**config.mk**
```make
export PLATFORM = sky130hd
export DESIGN_NAME = icf_framer
export DESIGN_NICKNAME = d
export VERILOG_FILES = /design/src/icf_pkg.sv /design/src/icf_byte_buf.sv /design/src/icf_framer.sv
export SDC_FILE = /design/constraint.sdc
export NUM_CORES = 1
export LEC_CHECK = 0
export BUFFER_PORTS_ARGS = -buffer_cell sky130_fd_sc_hd__buf_2
export CORE_ASPECT_RATIO = 1.25
export CORE_MARGIN = 2
export CORE_UTILIZATION = 56
export CTS_CLUSTER_SIZE = 30
export DETAILED_ROUTE_END_ITERATION = 8
export PLACE_DENSITY = 0.79
export SYNTH_ARGS = -nofsm -noshare
export SYNTH_HDL_FRONTEND = slang
export SYNTH_SLANG_ARGS = --single-unit
```
**constraint.sdc**
```tcl
create_clock -name core_clk -period 4 [get_ports core_clk]
set_input_delay 0.8 -clock core_clk [delete_from_list [all_inputs] [get_ports core_clk]]
set_output_delay 0.8 -clock core_clk [all_outputs]
set_load 0.005 [all_outputs]
```
**src/icf_pkg.sv**
```systemverilog
// How it works
// Channel report message starts 0x60, 0x12, then instance, call type, channel.
// Call type codes: 0 mu-law, 1 A-law, 2 data 64k, 3 data 56k.
// Channel report answering an outgoing request carries call type 0xFF.
// Bearer channel byte is 0x00 for first B channel, 0x01 for second.
// Call instance byte is 0x00 for first instance, 0x01 for second.
// Call proceeding report is 0x60, 0x13, instance, then don't-care bytes.
// Alerting report is 0x60, 0x14, instance, then don't-care bytes.
// Connect report is 0x60, 0x15, instance, then don't-care bytes.
// Status message: 0x60, 0x22, switch type, two call states, major, minor.
// Status message answers every switch-kind request and every status query; the code sends one message for requests that arrive while one is pending.
// Error message is 0x99 then error type code, rest don't-care.
// Internal fault codes 0, 2, 5, 9 and 11.
// Transceiver fault codes 6 underrun, 7 frame overflow, 10 data overflow.
// Host resets the device after an error message.
// Clearing cause byte carries the network cause code as given.
// Host ignores don't-care bytes; device fills them freely.
// Cause with upper nibble zero means internal error, otherwise switch error.
// Byte shown with available line low; host pulses ack high-low-high.
// Every message is exactly ten bytes, one handshake per byte.
// One message finishes before the next one starts.
package icf_pkg;
  localparam int MSG_LEN = 10;
  localparam logic [3:0] LAST_IDX = 4'h9;
  localparam logic [7:0] HDR_CALL = 8'h60;
  localparam logic [7:0] HDR_ERROR = 8'h99;
  localparam logic [7:0] OP_CHANNEL = 8'h12;
  localparam logic [7:0] OP_PROCEED = 8'h13;
  localparam logic [7:0] OP_ALERT = 8'h14;
  localparam logic [7:0] OP_CONNECT = 8'h15;
  localparam logic [7:0] OP_CLEAR = 8'h11;
  localparam logic [7:0] OP_STATUS = 8'h22;
  localparam logic [7:0] CTYPE_ULAW = 8'h00;
  localparam logic [7:0] CTYPE_ALAW = 8'h01;
  localparam logic [7:0] CTYPE_D64 = 8'h02;
  localparam logic [7:0] CTYPE_D56 = 8'h03;
  localparam logic [7:0] CTYPE_NONE = 8'hFF;
  localparam logic [7:0] FILL_BYTE = 8'h00;
  localparam logic [7:0] ERR_TASKQ = 8'h00;
  localparam logic [7:0] ERR_MEM = 8'h02;
  localparam logic [7:0] ERR_L3Q = 8'h05;
  localparam logic [7:0] ERR_TX_UNDER = 8'h06;
  localparam logic [7:0] ERR_RX_FRAME = 8'h07;
  localparam logic [7:0] ERR_OUTQ = 8'h09;
  localparam logic [7:0] ERR_RX_DATA = 8'h0A;
  localparam logic [7:0] ERR_BUS = 8'h0B;
  // Message kinds in request priority order
  typedef enum logic [2:0] {
    KIND_ERROR, KIND_STATUS, KIND_CHANNEL, KIND_CLEAR,
    KIND_PROCEED, KIND_ALERT, KIND_CONNECT
  } icf_kind_type;
endpackage

```
**src/icf_byte_buf.sv**
```systemverilog
`timescale 1ns/100ps
`default_nettype none
// Two-entry buffer, full throughput, registered outputs
module icf_byte_buf (
  // Clock and reset
  input wire logic core_clk,
  input wire logic rst,
  // Fill side
  input wire logic inValid,
  input wire logic [7:0] inData,
  output logic inReady,
  // Drain side
  output logic outValid,
  output logic [7:0] outData,
  input wire logic outReady
);
  logic [7:0] mem_r [0:1];
  logic [7:0] mem_nxt [0:1];
  logic wrPtr_r, wrPtr_nxt, rdPtr_r, rdPtr_nxt;
  logic [1:0] count_r, count_nxt;
  logic push, pop;

  assign push = inValid && inReady;
  assign pop = outValid && outReady;
  assign inReady = (count_r != 2'd2);
  assign outValid = (count_r != 2'd0);
  assign outData = mem_r[rdPtr_r];

  always_comb begin
    mem_nxt[0] = mem_r[0];
    mem_nxt[1] = mem_r[1];
    wrPtr_nxt = wrPtr_r;
    rdPtr_nxt = rdPtr_r;
    count_nxt = count_r;
    if (push) begin
      mem_nxt[wrPtr_r] = inData;
      wrPtr_nxt = ~wrPtr_r;
    end
    if (pop) begin
      rdPtr_nxt = ~rdPtr_r;
    end
    if (push && !pop) begin
      count_nxt = count_r + 2'd1;
    end else if (pop && !push) begin
      count_nxt = count_r - 2'd1;
    end
  end

  always_ff @(posedge core_clk or posedge rst) begin
    if (rst) begin
      mem_r[0] <= 8'h00;
      mem_r[1] <= 8'h00;
      wrPtr_r <= 1'b0;
      rdPtr_r <= 1'b0;
      count_r <= 2'd0;
    end else begin
      mem_r[0] <= mem_nxt[0];
      mem_r[1] <= mem_nxt[1];
      wrPtr_r <= wrPtr_nxt;
      rdPtr_r <= rdPtr_nxt;
      count_r <= count_nxt;
    end
  end
endmodule // icf_byte_buf
`default_nettype wire

```
**src/icf_framer.sv**
```systemverilog
`timescale 1ns/100ps
`default_nettype none
module icf_framer (
  // Clock and reset
  input wire logic core_clk,
  input wire logic rst,
  // Channel report
  input wire logic channelReq,
  input wire logic channelOutgoing,
  input wire logic channelInstance,
  input wire logic channelBearer,
  input wire logic [1:0] channelCallType,
  // Call progress reports
  input wire logic proceedingReq,
  input wire logic alertingReq,
  input wire logic connectReq,
  input wire logic progressInstance,
  // Clearing report
  input wire logic clearReq,
  input wire logic clearInstance,
  input wire logic [7:0] clearCause,
  // Status report, on switch-kind request or status query
  input wire logic switchKindRequest,
  input wire logic statusQueryRequest,
  input wire logic [7:0] switchKind,
  input wire logic [7:0] callState1,
  input wire logic [7:0] callState2,
  input wire logic [7:0] releaseMajor,
  input wire logic [7:0] releaseMinor,
  // Fault events
  input wire logic taskQueueOverflow,
  input wire logic memoryUnderrun,
  input wire logic l3QueueOverflow,
  input wire logic outQueueOverflow,
  input wire logic chipBusFatal,
  input wire logic txUnderrunFlag,
  input wire logic rxFrameOverflowFlag,
  input wire logic rxDataOverflowFlag,
  // Host byte port
  output logic [7:0] hostData,
  output logic byteAvailableLine_n,
  input wire logic byteAckLine,
  // Status
  output logic busy,
  output logic errorHalted,
  output logic clearInternal
);
  import icf_pkg::*;

  typedef enum logic [1:0] {ST_IDLE, ST_SEND, ST_HALT} icf_state_type;
  typedef enum logic [1:0] {HS_IDLE, HS_SHOW, HS_ACKLOW} icf_hs_type;

  // Pending request flags; a new event wins over the take in the same cycle
  logic [6:0] pend_r, pend_nxt, evt;
  logic errPend_r, errPend_nxt;
  logic [7:0] errCode_r, errCode_nxt, errSel;
  icf_state_type state_r, state_nxt;
  icf_kind_type kind_r, kind_nxt, pick;
  logic [3:0] idx_r, idx_nxt;
  logic [7:0] msg_r [0:MSG_LEN-1];
  logic [7:0] msg_nxt [0:MSG_LEN-1];
  logic anyPend;
  // Buffer link
  logic bufInValid, bufInReady, bufOutValid, bufOutReady;
  logic [7:0] bufOutData;
  // Host handshake
  icf_hs_type hs_r, hs_nxt;
  logic [7:0] hostData_r, hostData_nxt;
  logic avail_n_r, avail_n_nxt;
  logic busy_r, busy_nxt, halted_r, halted_nxt, clrInt_r, clrInt_nxt;

  // Highest-priority internal fault first; transceiver faults after
  function automatic logic [7:0] err_code(input logic [7:0] f);
    err_code = ERR_TASKQ;
    if (f[0]) err_code = ERR_TASKQ;
    else if (f[1]) err_code = ERR_MEM;
    else if (f[2]) err_code = ERR_L3Q;
    else if (f[3]) err_code = ERR_OUTQ;
    else if (f[4]) err_code = ERR_BUS;
    else if (f[5]) err_code = ERR_TX_UNDER;
    else if (f[6]) err_code = ERR_RX_FRAME;
    else if (f[7]) err_code = ERR_RX_DATA;
  endfunction

  // Instance and channel numbers travel as a whole byte
  function automatic logic [7:0] inst_byte(input logic b);
    inst_byte = {7'd0, b};
  endfunction

  logic [7:0] faults;
  assign faults = {rxDataOverflowFlag, rxFrameOverflowFlag, txUnderrunFlag, chipBusFatal,
                   outQueueOverflow, l3QueueOverflow, memoryUnderrun, taskQueueOverflow};
  assign errSel = err_code(faults);
  // Both status triggers share one pending bit, so two close together merge
  assign evt = {connectReq, alertingReq, proceedingReq, clearReq, channelReq,
                switchKindRequest || statusQueryRequest, 1'b0};
  assign anyPend = errPend_r || (pend_r[6:1] != 6'd0);

  always_comb begin
    pick = KIND_STATUS;
    if (errPend_r) pick = KIND_ERROR;
    else if (pend_r[1]) pick = KIND_STATUS;
    else if (pend_r[2]) pick = KIND_CHANNEL;
    else if (pend_r[3]) pick = KIND_CLEAR;
    else if (pend_r[4]) pick = KIND_PROCEED;
    else if (pend_r[5]) pick = KIND_ALERT;
    else if (pend_r[6]) pick = KIND_CONNECT;
  end

  // Message assembly and byte sequencing
  always_comb begin
    state_nxt = state_r;
    kind_nxt = kind_r;
    idx_nxt = idx_r;
    pend_nxt = pend_r;
    errPend_nxt = errPend_r;
    errCode_nxt = errCode_r;
    for (int i = 0; i < MSG_LEN; i++) begin
      msg_nxt[i] = msg_r[i];
    end
    bufInValid = 1'b0;
    // Only the first fault is kept; later ones are moot until reset
    if ((faults != 8'h00) && !errPend_r && (state_r != ST_HALT)) begin
      errPend_nxt = 1'b1;
      errCode_nxt = errSel;
    end
    case (state_r)
      ST_IDLE: begin
        if (anyPend) begin
          kind_nxt = pick;
          idx_nxt = 4'h0;
          state_nxt = ST_SEND;
          for (int i = 0; i < MSG_LEN; i++) begin
            msg_nxt[i] = FILL_BYTE;
          end
          msg_nxt[0] = HDR_CALL;
          case (pick)
            KIND_ERROR: begin
              msg_nxt[0] = HDR_ERROR;
              msg_nxt[1] = errCode_r;
              errPend_nxt = 1'b0;
            end
            KIND_STATUS: begin
              msg_nxt[1] = OP_STATUS;
              msg_nxt[2] = switchKind;
              msg_nxt[3] = callState1;
              msg_nxt[4] = callState2;
              msg_nxt[5] = releaseMajor;
              msg_nxt[6] = releaseMinor;
            end
            KIND_CHANNEL: begin
              msg_nxt[1] = OP_CHANNEL;
              msg_nxt[2] = inst_byte(channelInstance);
              msg_nxt[3] = channelOutgoing ? CTYPE_NONE : {6'd0, channelCallType}; // see R2
              msg_nxt[4] = inst_byte(channelBearer);
            end
            KIND_CLEAR: begin
              msg_nxt[1] = OP_CLEAR;
              msg_nxt[2] = inst_byte(clearInstance);
              msg_nxt[3] = clearCause;
            end
            KIND_PROCEED: begin
              msg_nxt[1] = OP_PROCEED;
              msg_nxt[2] = inst_byte(progressInstance);
            end
            KIND_ALERT: begin
              msg_nxt[1] = OP_ALERT;
              msg_nxt[2] = inst_byte(progressInstance);
            end
            KIND_CONNECT: begin
              msg_nxt[1] = OP_CONNECT;
              msg_nxt[2] = inst_byte(progressInstance);
            end
            default: begin
              msg_nxt[1] = FILL_BYTE;
            end
          endcase
          if (pick != KIND_ERROR) begin
            pend_nxt[pick] = 1'b0;
          end
        end
      end
      ST_SEND: begin
        bufInValid = 1'b1;
        if (bufInReady) begin
          if (idx_r == LAST_IDX) begin
            // After an error report nothing more goes out until reset
            state_nxt = (kind_r == KIND_ERROR) ? ST_HALT : ST_IDLE;
          end else begin
            idx_nxt = idx_r + 4'h1;
          end
        end
      end
      ST_HALT: begin
        state_nxt = ST_HALT;
      end
      default: begin
        state_nxt = ST_IDLE;
      end
    endcase
    pend_nxt = pend_nxt | evt;
  end

  icf_byte_buf icf_byte_buf_inst (
    .core_clk(core_clk),
    .rst(rst),
    .inValid(bufInValid),
    .inData(msg_r[idx_r]),
    .inReady(bufInReady),
    .outValid(bufOutValid),
    .outData(bufOutData),
    .outReady(bufOutReady)
  );

  // Host side: line low while a byte stands, released after ack rises again
  assign bufOutReady = (hs_r == HS_IDLE);
  always_comb begin
    hs_nxt = hs_r;
    hostData_nxt = hostData_r;
    avail_n_nxt = avail_n_r;
    case (hs_r)
      HS_IDLE: begin
        if (bufOutValid) begin
          hostData_nxt = bufOutData;
          avail_n_nxt = 1'b0;
          hs_nxt = HS_SHOW;
        end
      end
      HS_SHOW: begin
        if (!byteAckLine) hs_nxt = HS_ACKLOW;
      end
      HS_ACKLOW: begin
        if (byteAckLine) begin
          avail_n_nxt = 1'b1;
          hs_nxt = HS_IDLE;
        end
      end
      default: begin
        hs_nxt = HS_IDLE;
      end
    endcase
  end

  // Status outputs, registered so that every top output leaves a flip-flop
  always_comb begin
    busy_nxt = (state_nxt == ST_SEND) || (hs_nxt != HS_IDLE) || bufOutValid;
    halted_nxt = (state_nxt == ST_HALT);
    clrInt_nxt = (clearCause[7:4] == 4'h0);
  end

  always_ff @(posedge core_clk or posedge rst) begin
    if (rst) begin
      state_r <= ST_IDLE;
      kind_r <= KIND_STATUS;
      idx_r <= 4'h0;
      pend_r <= 7'd0;
      errPend_r <= 1'b0;
      errCode_r <= 8'h00;
      for (int i = 0; i < MSG_LEN; i++) begin
        msg_r[i] <= 8'h00;
      end
    end else begin
      state_r <= state_nxt;
      kind_r <= kind_nxt;
      idx_r <= idx_nxt;
      pend_r <= pend_nxt;
      errPend_r <= errPend_nxt;
      errCode_r <= errCode_nxt;
      for (int i = 0; i < MSG_LEN; i++) begin
        msg_r[i] <= msg_nxt[i];
      end
    end
  end

  // A host that never acks stalls the sequencer; requests keep pending meanwhile
  always_ff @(posedge core_clk or posedge rst) begin
    if (rst) begin
      hs_r <= HS_IDLE;
      hostData_r <= 8'h00;
      avail_n_r <= 1'b1;
    end else begin
      hs_r <= hs_nxt;
      hostData_r <= hostData_nxt;
      avail_n_r <= avail_n_nxt;
    end
  end

  always_ff @(posedge core_clk or posedge rst) begin
    if (rst) begin
      busy_r <= 1'b0;
      halted_r <= 1'b0;
      clrInt_r <= 1'b0;
    end else begin
      busy_r <= busy_nxt;
      halted_r <= halted_nxt;
      clrInt_r <= clrInt_nxt;
    end
  end

  assign hostData = hostData_r;
  assign byteAvailableLine_n = avail_n_r;
  assign busy = busy_r;
  assign errorHalted = halted_r;
  assign clearInternal = clrInt_r;
endmodule // icf_framer
`default_nettype wire

```
Word-level counts from Yosys, hierarchy flattened
Cells that the tools add are included.
Operators by class
  bitwise operators: 8
  shift-type cells: 0
  $mul: 0
  order comparisons: 6
  eq/ne operators: 20
  reduce and logical (&&, ||, !) cells: 33
  divide/modulo/power cells: 0
  add/subtract/negate cells: 3
  multiplexer cells: 59
Operator list (number)
  $mux W8: 8
  $pmux W8 S7: 1
  $mux W4: 11
  $bmux W8 S4: 1
  $pmux W8 S4: 1
  $pmux W8 S3: 1
  $mux W3: 7
  $mux W7: 3
  $mux W2: 9
  $bwmux W16: 1
  $mux W16: 1
  $pmux W8 S2: 1
  $ne A2 B2 Y1 const B: 6
  $pmux W2 S3: 2
  $reduce_bool A2 Y1: 5
  $eq A3 B3 Y1 const B: 3
  $demux W8 S1: 1
  $logic_and A1 B1 Y1: 8
  $mux W1: 8
  $pmux W4 S2: 1
  $reduce_bool A8 Y1: 1
  $and A7 B7 Y7: 1
  $not A7 Y7: 1
  $or A7 B7 Y7: 1
  other kinds (30): 46
Storage, ports and cells
  latch bits: 0
  output and inout bits: 12
  ROM bits: 0
  memories kept: 0
  bits in registers: 115
  logic and storage cells: 153
  input port bits: 73
  bits in writable memories: 0

Longest topological paths before layout
Gate-level depths: netlist of run 1.
  depth in word-level cells: 17
  depth in mapped cells: 8
  gate-level depth less buffers: 7

By module
Synthesis of run 1 repeated with hierarchy kept, for this count alone.
Unflattened totals
  cell total of the unflattened synthesis: 422
  area total of the unflattened synthesis: 4855.9 um2
By module, submodules not included
  icf_framer: sequential area each 2054.5 um2, cells an instance 362, times used 1, area an instance 3921.3 um2
  icf_byte_buf: sequential area each 500.5 um2, cells an instance 60, times used 1, area an instance 934.6 um2

Least setup slack after synthesis of run 1
No wires, ideal clock.
  path kind: register to register
  start point: register idx_r[1]
  end point: register busy_r (netlist: busy)
  required time: 3.869 ns
  library setup time: 0.131 ns
  path buffers: 2
  arrival: 1.615 ns
  cell stages (with the launch flop): 9
  setup slack: 2.254 ns
  period minus slack after synthesis: 1.746 ns
  cell sequence: dfrtp_1 buf_2 buf_2 inv_1 ha_1 nand3b_1 o21ai_0 a21oi_1 or3_1
On the way
  cells in the longest elaborated chain, start to end: 7
RTL lines
  from (decl): line icf_framer.sv:59  | logic [3:0] idx_r, idx_nxt;
  from (signal assigned): line icf_framer.sv:265  | idx_r <= idx_nxt;
  $eq A4 B4 Y1: line icf_framer.sv:186  | if (idx_r == LAST_IDX) begin
  $mux W2: line icf_framer.sv:186
  $mux W2: line icf_framer.sv:185  | if (bufInReady) begin
  $pmux W2 S3: line icf_framer.sv:127  | case (state_r)
  via state_nxt[0]: line icf_framer.sv:57  | icf_state_type state_r, state_nxt;
  $eq A2 B1 Y1: line icf_framer.sv:246  | busy_nxt = (state_nxt == ST_SEND) || (hs_nxt != HS_IDLE) || bufOutValid;
  $logic_or A1 B1 Y1 (2 in a row): line icf_framer.sv:246
  via busy_nxt: line icf_framer.sv:70  | logic busy_r, busy_nxt, halted_r, halted_nxt, clrInt_r, clrInt_nxt;
  to (signal assigned): line icf_framer.sv:294  | busy_r <= busy_nxt;
  to (decl): line icf_framer.sv:70
The timed path passes the listed nets, and every way through them passes these cells.
A chain may end at the register's enable or synchronous reset.

Final worst setup path of run 1
  start point: register pend_r[1]
  end point: register msg_r[26] in the netlist's numbering
On the way
  cells in the longest elaborated chain, start to end: 4
  elaborated cells between the ends (all ways): 7
  classes of those cells: eq/ne: 1; mux: 3; reduce/logical: 3
RTL lines
  from (decl): line icf_framer.sv:54  | logic [6:0] pend_r, pend_nxt, evt;
  from (signal assigned): line icf_framer.sv:266  | pend_r <= pend_nxt;
  $mux W3: line icf_framer.sv:102  | else if (pend_r[1]) pick = KIND_STATUS;
  $mux W3: line icf_framer.sv:101  | if (errPend_r) pick = KIND_ERROR;
  $eq A3 B1 Y1: line icf_framer.sv:137  | case (pick)
  $mux W16: line icf_framer.sv:137
  to (signal, indexed assignment): line icf_framer.sv:270  | msg_r[i] <= msg_nxt[i];
  to (decl): line icf_framer.sv:60  | logic [7:0] msg_r [0:MSG_LEN-1];
Parallel ways exist; a longest one is shown, timed or not.

==> summary by stage, run 1 <==
Yosys
The number of flip-flops and latches in the synthesized netlist is between 100 and 150. Yosys mapped a number of flops with a built-in enable equal to 0. The average instance in the mapped netlist occupies between 10 and 15 um2. The count of distinct cell types in the synthesized netlist is 55.

After synthesis the cells add up to slightly below 0.005 mm2. After synthesis, the share of flip-flops with an asynchronous set or reset is 100%. The most common cell in the synthesized netlist is sky130_fd_sc_hd__dfrtp_1.

By area the synthesized netlist is led by sky130_fd_sc_hd__dfrtp_1 52%, sky130_fd_sc_hd__a22o_1 7.4%, sky130_fd_sc_hd__mux2i_1 5.8%, sky130_fd_sc_hd__o21ai_0 3.8%, sky130_fd_sc_hd__nand2_1 3.0%. The fraction of synthesized cell area taken by the top area cell type is approximately 52%. After synthesis, the most frequently instantiated cells are 100 x sky130_fd_sc_hd__dfrtp_1, 41 x sky130_fd_sc_hd__a22o_1, 39 x sky130_fd_sc_hd__nand2_1. The Yosys step of the flow raised 0 warnings.

The largest area contributor in the synthesized netlist is sky130_fd_sc_hd__dfrtp_1. The sequential area share after synthesis is a little over half. The count of mapped cells out of synthesis is roughly 450.

Among all flip-flop cells after synthesis, the most frequent one is sky130_fd_sc_hd__dfrtp_1. Synthesis produced a netlist with a net count of 525.

Routing
Dividing the detail-routed wire length by the instance count gives roughly 17 um. The final layout contains routed wiring with a total length of around 11000 um. The number of DRC markers in iteration 0 is 258. The count of nets left with antenna violations once routing finished came out at 0. In the routed design, unresolved DRC markers number 0. The vias after detailed routing is 3787. The total iterations of the first detailed-routing run is 5. The routed via count divided by cell count is 6.09.

Clock network
The cell at the root of the clock tree is sky130_fd_sc_hd__clkbuf_8. The insertion delay to the later sink of the worst-skew pair is between 0.3 and 0.4 ns. The longest clock path from root to sink contains 2 buffers. The clock sink total is a little over 100. In this run the number of H-tree levels came out at 3. The post-CTS resize count is 0.

The cts-stage hold buffer count is 0. Clock-pin slew was measured on the worst setup and hold paths at 0.09 ns. The TritonCTS buffer count is 9.

Buffers added to address setup during post-CTS repair amount to 0. The TritonCTS clock tree is done.

Floorplan
The placeable core region is 0.00856 mm2. The number of top-level pins is 85. The die covers between 0.009 and 0.01 mm2.

After floorplanning, the core was divided into 38 placement rows. The floorplan step set the die height to between 100 and 150 um. The die extent in x is 87.3 um. The initial utilization of the core area, before any placement, comes to approximately 57%.

GRT
The first global-routing pass estimated around 18000 um of wire. Global routing used between 20 and 25% of the available tracks. The sum of overflow across all layers after global routing is 0. The number of antenna violations at the first check in global routing is 0.

The number of global-route vias before repair is ~3800. Entering global routing, the biggest net connects between 80 and 90 pins.

Setup path
The delay of the slowest critical-path stage is roughly 0.64 ns. The register-to-register setup slack is 1.56 ns. The kind of cell with the highest combined delay along the critical path is compound AO/OA/AOI/OAI gates.

The critical path start-end classification is reg2reg. Data on the critical path arrives at its endpoint at between 2 and 3 ns. The end of the worst register-to-register path is msg_r[26]. The highest fanout seen on the critical path is 31.

The worst setup path is captured at a flip-flop. The beginning of the worst register-to-register path is pend_r[1]. The number of buffers and inverters on the critical path is 1. The worst setup path is launched from a flip-flop.

For the worst setup path, the data required time is 4.31 ns. Among all stages on the critical path, the largest delay is contributed by sky130_fd_sc_hd__or4_4. The critical path goes through or4_4, o21ai_4, buf_4, a22o_1. The worst reg-to-reg path cell count is 4. The launch point of the worst path is pend_r[1].

Timing
The final worst setup slack is approximately 1.6 ns. The relative slew slack is a little under a quarter. The final setup violation count is 0.

Subtracting the final worst setup slack from the clock period gives ~2.4 ns. For the final database, setup skew stands at 0.00719 ns. For the final routed database, the setup TNS stands at 0 ns. Setup repair after global routing left no endpoint under its margin. For this run, the top clock speed supported by timing is 410 MHz. The final period utilization is between 60% and 70%. The final number of hold-violating endpoints is 0. Hold timing on the final database bottoms out at a slack of about 0.46 ns. For the pin with the worst max-slew slack, the measured transition is ~1.2 ns. The number of pins with negative max-slew slack in the final report is 0.

Layout
The final layout contains just under 600 nets. Leaving out filler cells and counting taps, the final layout contains 622. The post-route cell area is between 0.005 and 0.006 mm2.

The number of antenna repair diodes is 0. The area growth from synthesis to final layout is 13.4%. The share of cells above drive strength 1 is 23.8%.

Worst hold path
In this run the most critical hold path is launched from kind_r[0]. The destination of the worst hold path is kind_r[0]. The number of stages on the worst hold path is 2. The class of the most critical hold timing path is reg2reg.

Place
Summed over all nets, the half-perimeter wirelength after detailed placement is slightly below 8000 um. The weighted congestion at the end of routability-driven global placement is 0.862. The placed instances occupy a cell area of roughly 0.0053 mm2.

During placement, the flow inserted port buffers numbering between 80 and 90. The worst slack at placement is ~1.6 ns. Counting tap cells, the placed design contains a total of between 600 and 700 instances.

Pwr
In this run, flip-flops and latches consume approximately 45% of the power. The part of the total power dissipated in combinational logic is between 30% and 40%. The clock group share of total power is between 10% and 20%. The maximum vdd ir drop is roughly 0.34 mV. In this run the static leakage power is around 0.0026 uW. In this run the power spent charging and discharging nets is 1530 uW. Net switching is about 38% of the power.

In this run the power density over the cells is 739 mW/mm2. Internal power comes to between 2000 and 3000 uW.

Run status
The flow ran to the end, and the final reports show no timing, DRC or antenna violations.

Job
The number of max-cap violations is 0.
## logic make-up (layout without fill, tap and decap cells)
group	count (synthesis)	count (layout)	synth area share, %
AO/OA/AOI/OAI	141	141	20.6
AND/OR/NAND/NOR	120	120	12.7
flip-flops	102	102	52.6
buffers and inverters	39	112	3.87
multiplexers	38	38	8.33
XOR/XNOR	6	6	1.08
adder cells (fa/ha/maj)	3	3	0.773
## per-stage QoR
step                      total power [uW]  util, %
after detailed placement              3350     61.6
final                                 4070     64.3
after global routing                  4380     64.3
after CTS                             4090     64.3
after floorplan                       2980        -
after global placement                3260     61.6
## placed cells by master, fill, tap and decap left out, types with 11 or more instances in the layout
master	Yosys	routed
sky130_fd_sc_hd__clkbuf_8	0	11
sky130_fd_sc_hd__mux2i_1	28	28
sky130_fd_sc_hd__nor2_1	16	16
sky130_fd_sc_hd__a22o_1	41	41
sky130_fd_sc_hd__a21oi_1	13	13
sky130_fd_sc_hd__dfrtp_1	100	100
sky130_fd_sc_hd__nor2b_1	12	12
sky130_fd_sc_hd__buf_2	6	84
sky130_fd_sc_hd__nand2_1	39	39
sky130_fd_sc_hd__o21ai_0	37	37
## final cells by class
type / count / area, um2
inverter: 10 / 40.0
timing repair buffer: 86 / 435
clock buffer: 11 / 151
clock inverter: 5 / 81.3
sequential: 102 / 2550
multi-input combinational: 308 / 2120
fill: 685 / 3050
tap: 100 / 125
## state kept, by name (all words and copies together) (netlist names), 3 cells and up
register / count
errCode_r: 4
hostData: 8
pend_r: 6
msg_r: 48
kind_r: 3
icf_byte_buf_inst.mem_r: 16
idx_r: 4
## worst min-delay path, stage by stage, from the launching register on
cell                      delay [ns]
sky130_fd_sc_hd__dfstp_2        0.38
sky130_fd_sc_hd__nand2_1        0.05
sky130_fd_sc_hd__nand2_1        0.05
## power groups by stage
stage	clock network (uW)	logic, uW	registers (uW)
2_1_floorplan	0	1370	1610
3_3_place_gp	0	1420	1830
3_5_place_dp	0	1500	1850
4_1_cts	754	1500	1830
5_1_grt	797	1690	1890
6_report	736	1500	1840
## how the worst max path moves through the flow
stage / to / slack, ns / depth (start not counted)
floorplan: busy / 0.53 / 1
global placement: msg_r[27] / 1.68 / 4
detailed placement: msg_r[35] / 1.61 / 4
CTS: msg_r[47] / 1.60 / 4
global route: msg_r[60] / 1.44 / 4
finish: msg_r[26] / 1.56 / 4
## routing by layer
metal | GRT usage [%] | vias to the layer above | share of wire (%)
met5 | 0 | - | 0
met2 | 39.4 | 122 | 50
met3 | 4.12 | 22 | 4.6
li1 | - | 1785 | -
met4 | 10.0 | 0 | 2.2
met1 | 32.9 | 1858 | 43
No activity file was read; power rests on OpenSTA's default activity.
==> run 2: changes to the inputs <==
==> constraint.sdc (replaced) <==
create_clock -name core_clk -period 2.3 [get_ports core_clk]
set_input_delay 0.46 -clock core_clk [delete_from_list [all_inputs] [get_ports core_clk]]
set_output_delay 0.46 -clock core_clk [all_outputs]
set_load 0.005 [all_outputs]
==> summary by stage, run 2 (synthesis gave the netlist of run 1 again) <==
Run status
The run finished with clean final reports.

GRT
Entering global routing, the biggest net connects 93 pins. The sum of overflow across all layers after global routing is 0. The number of global-route vias before repair is 3677. The number of antenna violations at the first check in global routing is 0. Global routing used a little under a quarter of the available tracks. The first global-routing pass estimated 17500 um of wire.

Timing
In the finished design, the share of the clock period the worst path needs comes to a little under nine tenths. The time the final worst path needs with I/O delays and setup is 1.96 ns. Setup repair after global routing left no endpoint under its margin. The final setup violation count is 0. The sum of negative setup slack is 0 ns.

The number of pins with negative max-slew slack in the final report was 0. The upper clock frequency limit is 510 MHz. The relative slew slack is 53.9%. The slew at the pin closest to its max-slew limit is between 0.6 and 0.7 ns. Clock skew on the completed layout was measured at around 0.012 ns. The final number of hold-violating endpoints is 0.

Setup path
The critical path is of the reg2reg type. STA puts the critical path data required time at roughly 2.6 ns. Traced cell by cell, the critical path runs through or4_4, o21ai_4, buf_12, a21oi_1, o21ai_0. In this run the critical register-to-register path is launched from pend_r[3]. The worst-path cell with the longest stage delay is sky130_fd_sc_hd__or4_4.

Of all nets on the critical path, the largest fanout is 44. The startpoint kind of the worst setup timing path is a flip-flop. The number of buffer and inverter stages on the critical path is 1. The cell family contributing the most delay on the critical path is simple AND/OR/NAND/NOR gates.

The worst setup path is captured at a flip-flop. The worst endpoint data arrival time is 2.24 ns. The largest single stage delay on the critical path is roughly 0.6 ns. The launch point of the worst path is pend_r[3].

Clock network
Hold repair after CTS inserted 0 buffers. In this run the post-CTS setup repair buffer count came out at 0. After clock tree synthesis, the clock-pin slew on the worst setup and hold paths is approximately 0.090 ns. The later pin in the worst-skew pair is clocked with a latency of 0.36 ns. The cell at the root of the clock tree is sky130_fd_sc_hd__clkbuf_8.

The number of gates resized after CTS was 0. The clock passes through at most 2 buffers. In this run, CTS created clock tree buffers numbering 9.

The H-tree level count is 3. The TritonCTS clock tree is done. The tree built by TritonCTS fans out to 102 sinks.

Layout
The area growth from synthesis to final layout is 14.8%. The end-of-flow core utilization is 65.1%. The layout has 703 filler cells.

The share of cells above drive strength 1 is approximately 25%. The commonest non-fill, non-tap cell in the layout is sky130_fd_sc_hd__dfrtp_1. The number of antenna repair diodes is 0. The register with the most flip-flops is msg_r.

In the layout the commonest cells are 100 x sky130_fd_sc_hd__dfrtp_1, 84 x sky130_fd_sc_hd__buf_2, 41 x sky130_fd_sc_hd__a22o_1. The number of flip-flops under the largest register name is 48. The net count of the finished layout is ~600.

Place
In this run the tool buffered the top-level ports with 84 buffer cells. The congestion estimate from routability-driven global placement came to about 0.86. The placed wire-length estimate after detailed placement is ~7700 um.

Floorplan
The floorplan has 38 rows. The initial core utilization is about 57%. The die extent in x is just under 90 um. The y dimension of the die is about 110 um.

The placeable core region is approximately 0.0086 mm2. Pin placement for this block handled 85 I/O pins. The floorplan die area is 0.00943 mm2.

Pwr
The total leakage power is 0.00266 uW. For this design the ratio of total power to cell area is roughly 1300 mW/mm2. IR analysis of the VDD net gives a maximum drop of 0.523 mV. The overall power is about 7000 uW.

Routing
The routed via count divided by cell count is slightly below 6. Summed over all layers, the routed wires come to around 11000 um. The first TritonRoute pass finished after 5 iterations.

In this run the remaining antenna-violating nets after routing total 0. The detailed router finished its first iteration with 300 violations. Dividing the detail-routed wire length by the instance count gives 16.6 um.

In the routed design, unresolved DRC markers number 0. The vias after detailed routing is about 3800.

Job
Across the run, the number of max-cap violations was 0.

Worst hold path
The class of the most critical hold timing path is in2async.
==> run 2: cell count changes in the layout (fill, tap and decap cells not counted), sizes merged <==
cell | before | now
buf | 86 | 97
bufinv | 2 | 1
clkinv | 2 | 3
inv | 10 | 9
==> run 2: worst register-to-register path: cells and delay by family, from the launching register on <==
family,cells,cell delay (ns)
flops,1,0.51
compound gates,3,0.50
buf+inv,1,0.27
simple gates,1,0.60
==> run 2: worst paths after layout <==
check | endpoint | slack, ns | cells after the start
worst min register to register | kind_r[0] | 0.46 | 2
worst max register to register | msg_r[54] | 0.34 | 5
worst min-delay path | pend_r[3] | 0.05 | 2
worst max-delay path | msg_r[54] | 0.34 | 5
max in group asynchronous | hostData[0] | 1.50 | 3
min in group core_clk | clearInternal | 0.26 | 2
==> run 2: final cells by class <==
cell class                 count  area [um2]  area share, %
sequential                   102        2550           45.8
multi-input combinational    308        2120           38.0
timing repair buffer          97         556           9.97
clock buffer                  11         131           2.36
tap                          100         125           2.24
clock inverter                 4        48.8          0.875
inverter                      10        41.3          0.741
==> run 2: power by group <==
part / switching, uW / internal (uW) / total [uW]
sequential: 490 / 2490 / 2980
clock: 586 / 497 / 1080
combinational: 1540 / 1390 / 2920
total: 2610 / 4370 / 6980
==> run 2: metrics by stage <==
step	hold WS, ns	instances	worst slack [ns]	instance area (um2)
after floorplan	0.435	449	0.554	4860
after global placement	0.429	617	0.441	5390
after detailed placement	0.436	617	0.362	5390
after CTS	0.0497	632	0.347	5570
after global routing	0.0612	632	0.192	5570
final	0.0491	632	0.341	5570
==> run 2: metal layers <==
metal | part of all wire (%) | wire [um] | vias up | track usage [%]
met5 | 0 | 0 | - | 0
met3 | 4.4 | 464 | 27 | 2.67
met4 | 2.8 | 290 | 0 | 10.4
met1 | 44 | 4670 | 1800 | 32.1
li1 | - | - | 1810 | -
met2 | 48 | 5090 | 134 | 38.3
==> run 3: changes to the inputs <==
--- a/config.mk
+++ b/config.mk
@@ -5,12 +5,14 @@
 export SDC_FILE = /design/constraint.sdc
 export NUM_CORES = 1
 export LEC_CHECK = 0
+export ABC_AREA = 1
 export BUFFER_PORTS_ARGS = -buffer_cell sky130_fd_sc_hd__buf_2
 export CORE_ASPECT_RATIO = 1.25
 export CORE_MARGIN = 2
 export CORE_UTILIZATION = 56
 export CTS_CLUSTER_SIZE = 30
 export DETAILED_ROUTE_END_ITERATION = 8
+export MAX_ROUTING_LAYER = met4
 export PLACE_DENSITY = 0.79
 export SYNTH_ARGS = -nofsm -noshare
 export SYNTH_HDL_FRONTEND = slang
==> constraint.sdc (replaced) <==
create_clock -name core_clk -period 2.14 [get_ports core_clk]
set_input_delay 0.428 -clock core_clk [delete_from_list [all_inputs] [get_ports core_clk]]
set_output_delay 0.428 -clock core_clk [all_outputs]
set_load 0.005 [all_outputs]
==> summary by stage, run 3 <==
Clock network
In this run, post-CTS repair resized a total of 0 instances. In this run the clock root is driven by a sky130_fd_sc_hd__clkbuf_8. TritonCTS built the clock tree. The H-tree generated during clock tree synthesis spans 3 levels.

The clock-pin transition on the worst setup and hold timing paths is around 0.1 ns. In this run the post-CTS setup repair buffer count came out at 0. The insertion delay to the later sink of the worst-skew pair is 0.38 ns. The number of buffers between clock root and the deepest sink is 2. The clock sink total is roughly 100. After clock tree synthesis, the flow added hold-fix buffers numbering 0. The TritonCTS buffer count is 9.

Floorplan
The floorplan step defined a die boundary enclosing about 0.0095 mm2. From bottom edge to top edge, the die measures about 110 um. The floorplan has 38 rows.

The number of top-level pins is 85. The floorplan step defined a core boundary enclosing ~0.0086 mm2. From left edge to right edge, the die measures 87.4 um. The initial core utilization is a little under three fifths.

Setup path
The number of buffer and inverter stages on the critical path is 2. The end of the worst register-to-register path is icf_byte_buf_inst.mem_r[3]. The worst-path cell with the longest stage delay is sky130_fd_sc_hd__dfrtp_1.

The worst reg-to-reg path cell count is 7. The number of stages on the worst setup path is 7. The worst endpoint data arrival time is around 2 ns.

The kind of cell with the highest combined delay on the critical path is simple AND/OR/NAND/NOR gates. The worst register-to-register path has a setup slack of between 0.4 and 0.5 ns. The highest fanout seen on the critical path is 10. The largest single stage delay on the critical path is between 0.4 and 0.5 ns. The critical path is of the reg2reg type. The endpoint required time on the critical path is between 2 and 2.5 ns. The startpoint identified for the worst register-to-register timing path is idx_r[1]. The worst setup path is captured at a flip-flop.

The worst setup path is launched from a flip-flop. The signal on the critical path passes through inv_1, nand2_1, inv_1, nand2_1, nand4_1, nand3_1, o21ai_0.

Job
The number of max-cap violations is 0.

Yosys
The basic-gate share of the synthesized area counting and, or, nand and nor cells is between 20% and 30%. The yosys synthesis warning count is 0. By area, the combinational part of the netlist is dominated by simple AND/OR/NAND/NOR gates. In this run the mean area of a mapped cell was about 8.2 um2.

The fraction of synthesis flops using an asynchronous set or reset pin is between 90% and 100%. By area the synthesized netlist is led by sky130_fd_sc_hd__dfrtp_1 51%, sky130_fd_sc_hd__nand2_1 15%, sky130_fd_sc_hd__inv_1 4.9%, sky130_fd_sc_hd__o21ai_0 3.6%, sky130_fd_sc_hd__nand3_1 3.4%. For this run, the register share of the synthesized area comes to a little over half. In the synthesized netlist the dominant register cell turns out to be sky130_fd_sc_hd__dfrtp_1.

Yosys instantiated no cell more often than sky130_fd_sc_hd__nand2_1. Counting every net in the synthesized netlist gives around 670. The largest area contributor in the synthesized netlist is sky130_fd_sc_hd__dfrtp_1. Synthesis inferred just over 100 register bits. Multiplexer cells account for 0% of the synthesized area. The number of different library cells used by synthesis comes to 42. Summing the areas of all compound-gate instances in the mapped netlist gives between 10 and 15% of the synthesized area.

The adder and majority gate portion of the synthesized area is less than 1%. The fraction of synthesized cell area taken by the top area cell type is between 50 and 60%. In this run the cell area of the synthesized design comes to approximately 0.0049 mm2.

The share of the synthesized netlist area taken by xor and xnor gates is 0.540%. In this run, synthesis inferred 0 flip-flops with an integrated enable. Synthesis produced a netlist whose cell count is 590. By count the netlist is led by 198 x sky130_fd_sc_hd__nand2_1, 100 x sky130_fd_sc_hd__dfrtp_1, 63 x sky130_fd_sc_hd__inv_1.

Layout
The library cell used most frequently in the layout, excluding fill and tap cells, is sky130_fd_sc_hd__nand2_1. The number of fill cells in the layout is 699. msg_r holds more flip-flops than any other register. Cells with a size suffix above 1 make up about a fifth of the layout. The repair_antennas step left the layout with diodes totalling 0. The number of flip-flops under the largest register name is 48. The area growth from synthesis to final layout is 16.5%.

The final instance count without filler cells is 784. After the last flow step, the layout net total stands at around 760. The top cell types in the final layout, fill and taps aside, are 198 x sky130_fd_sc_hd__nand2_1, 100 x sky130_fd_sc_hd__dfrtp_1, 84 x sky130_fd_sc_hd__buf_2.

Timing
The worst clock skew is 0.0117 ns. Across all hold checks on the routed design, the worst slack comes to 0.106 ns. Setup violations remaining at the end of the flow were counted as 0. The number of pins with negative max-slew slack in the final report is 0. The relative slew slack is just under 60%.

For the pin with the worst max-slew slack, the measured transition is 0.605 ns. The final number of hold-violating endpoints is 0. The upper clock frequency limit is between 500 and 600 MHz. The worst path needs ~1.7 ns of the cycle, external delays included. After layout, the worst path uses 80.4% of the clock period.

Setup repair after global routing left no endpoint under its margin. Setup slack on the critical path of the routed design comes to 0.418 ns. After routing, the total negative slack on setup checks comes to 0 ns.

Routing
The number of DRC markers in iteration 0 is between 300 and 400. In the final routed layout, each cell accounts on average for around 14 um. After detailed routing, the total wire length is about 11000 um. The total iterations of the first detailed-routing run is 5. Detailed routing inserted a total of 4269 vias. The number of remaining DRC errors is 0. After detailed routing, the number of vias per cell comes to around 5.4. The detail route stage leaves a number of antenna-violating nets equal to 0.

GRT
The global-route total usage across every layer is ~25%. The first global-routing pass estimated around 18000 um of wire. Entering global routing, the biggest net connects 44 pins. For this run the aggregate overflow at the end of global routing stands at 0. The number of antenna violations at the first check in global routing is 0. The number of global-route vias before repair is 4100.

Pwr
In this run the power density over the cells is 1340 mW/mm2. Summing internal, switching and leakage power gives about 7600 uW. The clock group share of total power is 20.3%. Of the total power, combinational logic draws 37.5%.

Cell internal power was estimated by the tool at approximately 4700 uW. Net switching is between 30% and 40% of the power. For this design the static power due to leakage is 0.00286 uW. The analysis attributes to net switching a power of 2940 uW. VDD sags by at most approximately 0.54 mV. Sequential cells account for between 40% and 50% of the total power.

Place
The placed wire-length estimate after detailed placement is slightly above 8000 um. The worst slack at placement is ~0.43 ns. Routability-driven placement finished with a final weighted congestion of around 0.92.

After detailed placement, the design holds a cell count of about 770. The count of buffers inserted at the top-level ports is 84.

Worst hold path
The path class of the tightest hold or removal check is in2async.

Run status
The run finished with clean final reports.
-- run 3: metal layers --
layer / share of wire, % / GRT usage, % / vias up
met1: 43 / 32.7 / 2030
met4: 3.3 / 12.5 / 0
met5: 0 / - / -
met3: 3.8 / 2.67 / 29
met2: 50 / 40.0 / 128
li1: - / - / 2082
-- run 3: final cells by class --
cell class	instances	area (um2)	area share (%)
clock inverter	6	134	2.36
inverter	66	251	4.44
multi-input combinational	406	1940	34.3
clock buffer	10	128	2.25
tap	100	125	2.21
sequential	102	2550	45.1
timing repair buffer	94	533	9.40
-- run 3: worst reg2reg max path, delay by kind of cell, from the launching register on --
| family | cells | cell delay, ns |
|---|---|---|
| buffers and inverters | 2 | 0.28 |
| and+or+nand+nor | 4 | 0.74 |
| DFF | 1 | 0.46 |
| AOI/OAI and AO/OA | 1 | 0.09 |
-- run 3: how the worst max path moves through the flow --
stage | from | slack (ns) | end
floorplan | rst | 0.50 | busy
global placement | taskQueueOverflow | 0.48 | errCode_r[0]
detailed placement | taskQueueOverflow | 0.43 | errCode_r[0]
CTS | idx_r[1] | 0.42 | icf_byte_buf_inst.mem_r[9]
global route | idx_r[1] | 0.26 | icf_byte_buf_inst.mem_r[2]
finish | idx_r[1] | 0.42 | icf_byte_buf_inst.mem_r[3]
-- run 3: through the flow --
step / utilization [%] / area, um2
after global routing: 66.3 / 5670
final: 66.3 / 5670
after floorplan: - / 4870
after detailed placement: 63.2 / 5410
after global placement: 63.2 / 5410
after CTS: 66.3 / 5670
-- run 3: cell families after synthesis --
family,count (synthesis)
DFF,102
AOI/OAI and AO/OA,102
adders and majority gates,3
buffers and inverters,82
xor gates and xnor gates,3
and+or+nand+nor,298
-- run 3: power groups by stage --
stage / clock network, uW / logic, uW / registers, uW
final: 1550 / 2860 / 3210
after global placement: 0 / 2730 / 3200
after floorplan: 0 / 2160 / 3080
after global routing: 1640 / 3310 / 3290
after CTS: 1570 / 2870 / 3200
after detailed placement: 0 / 2850 / 3240
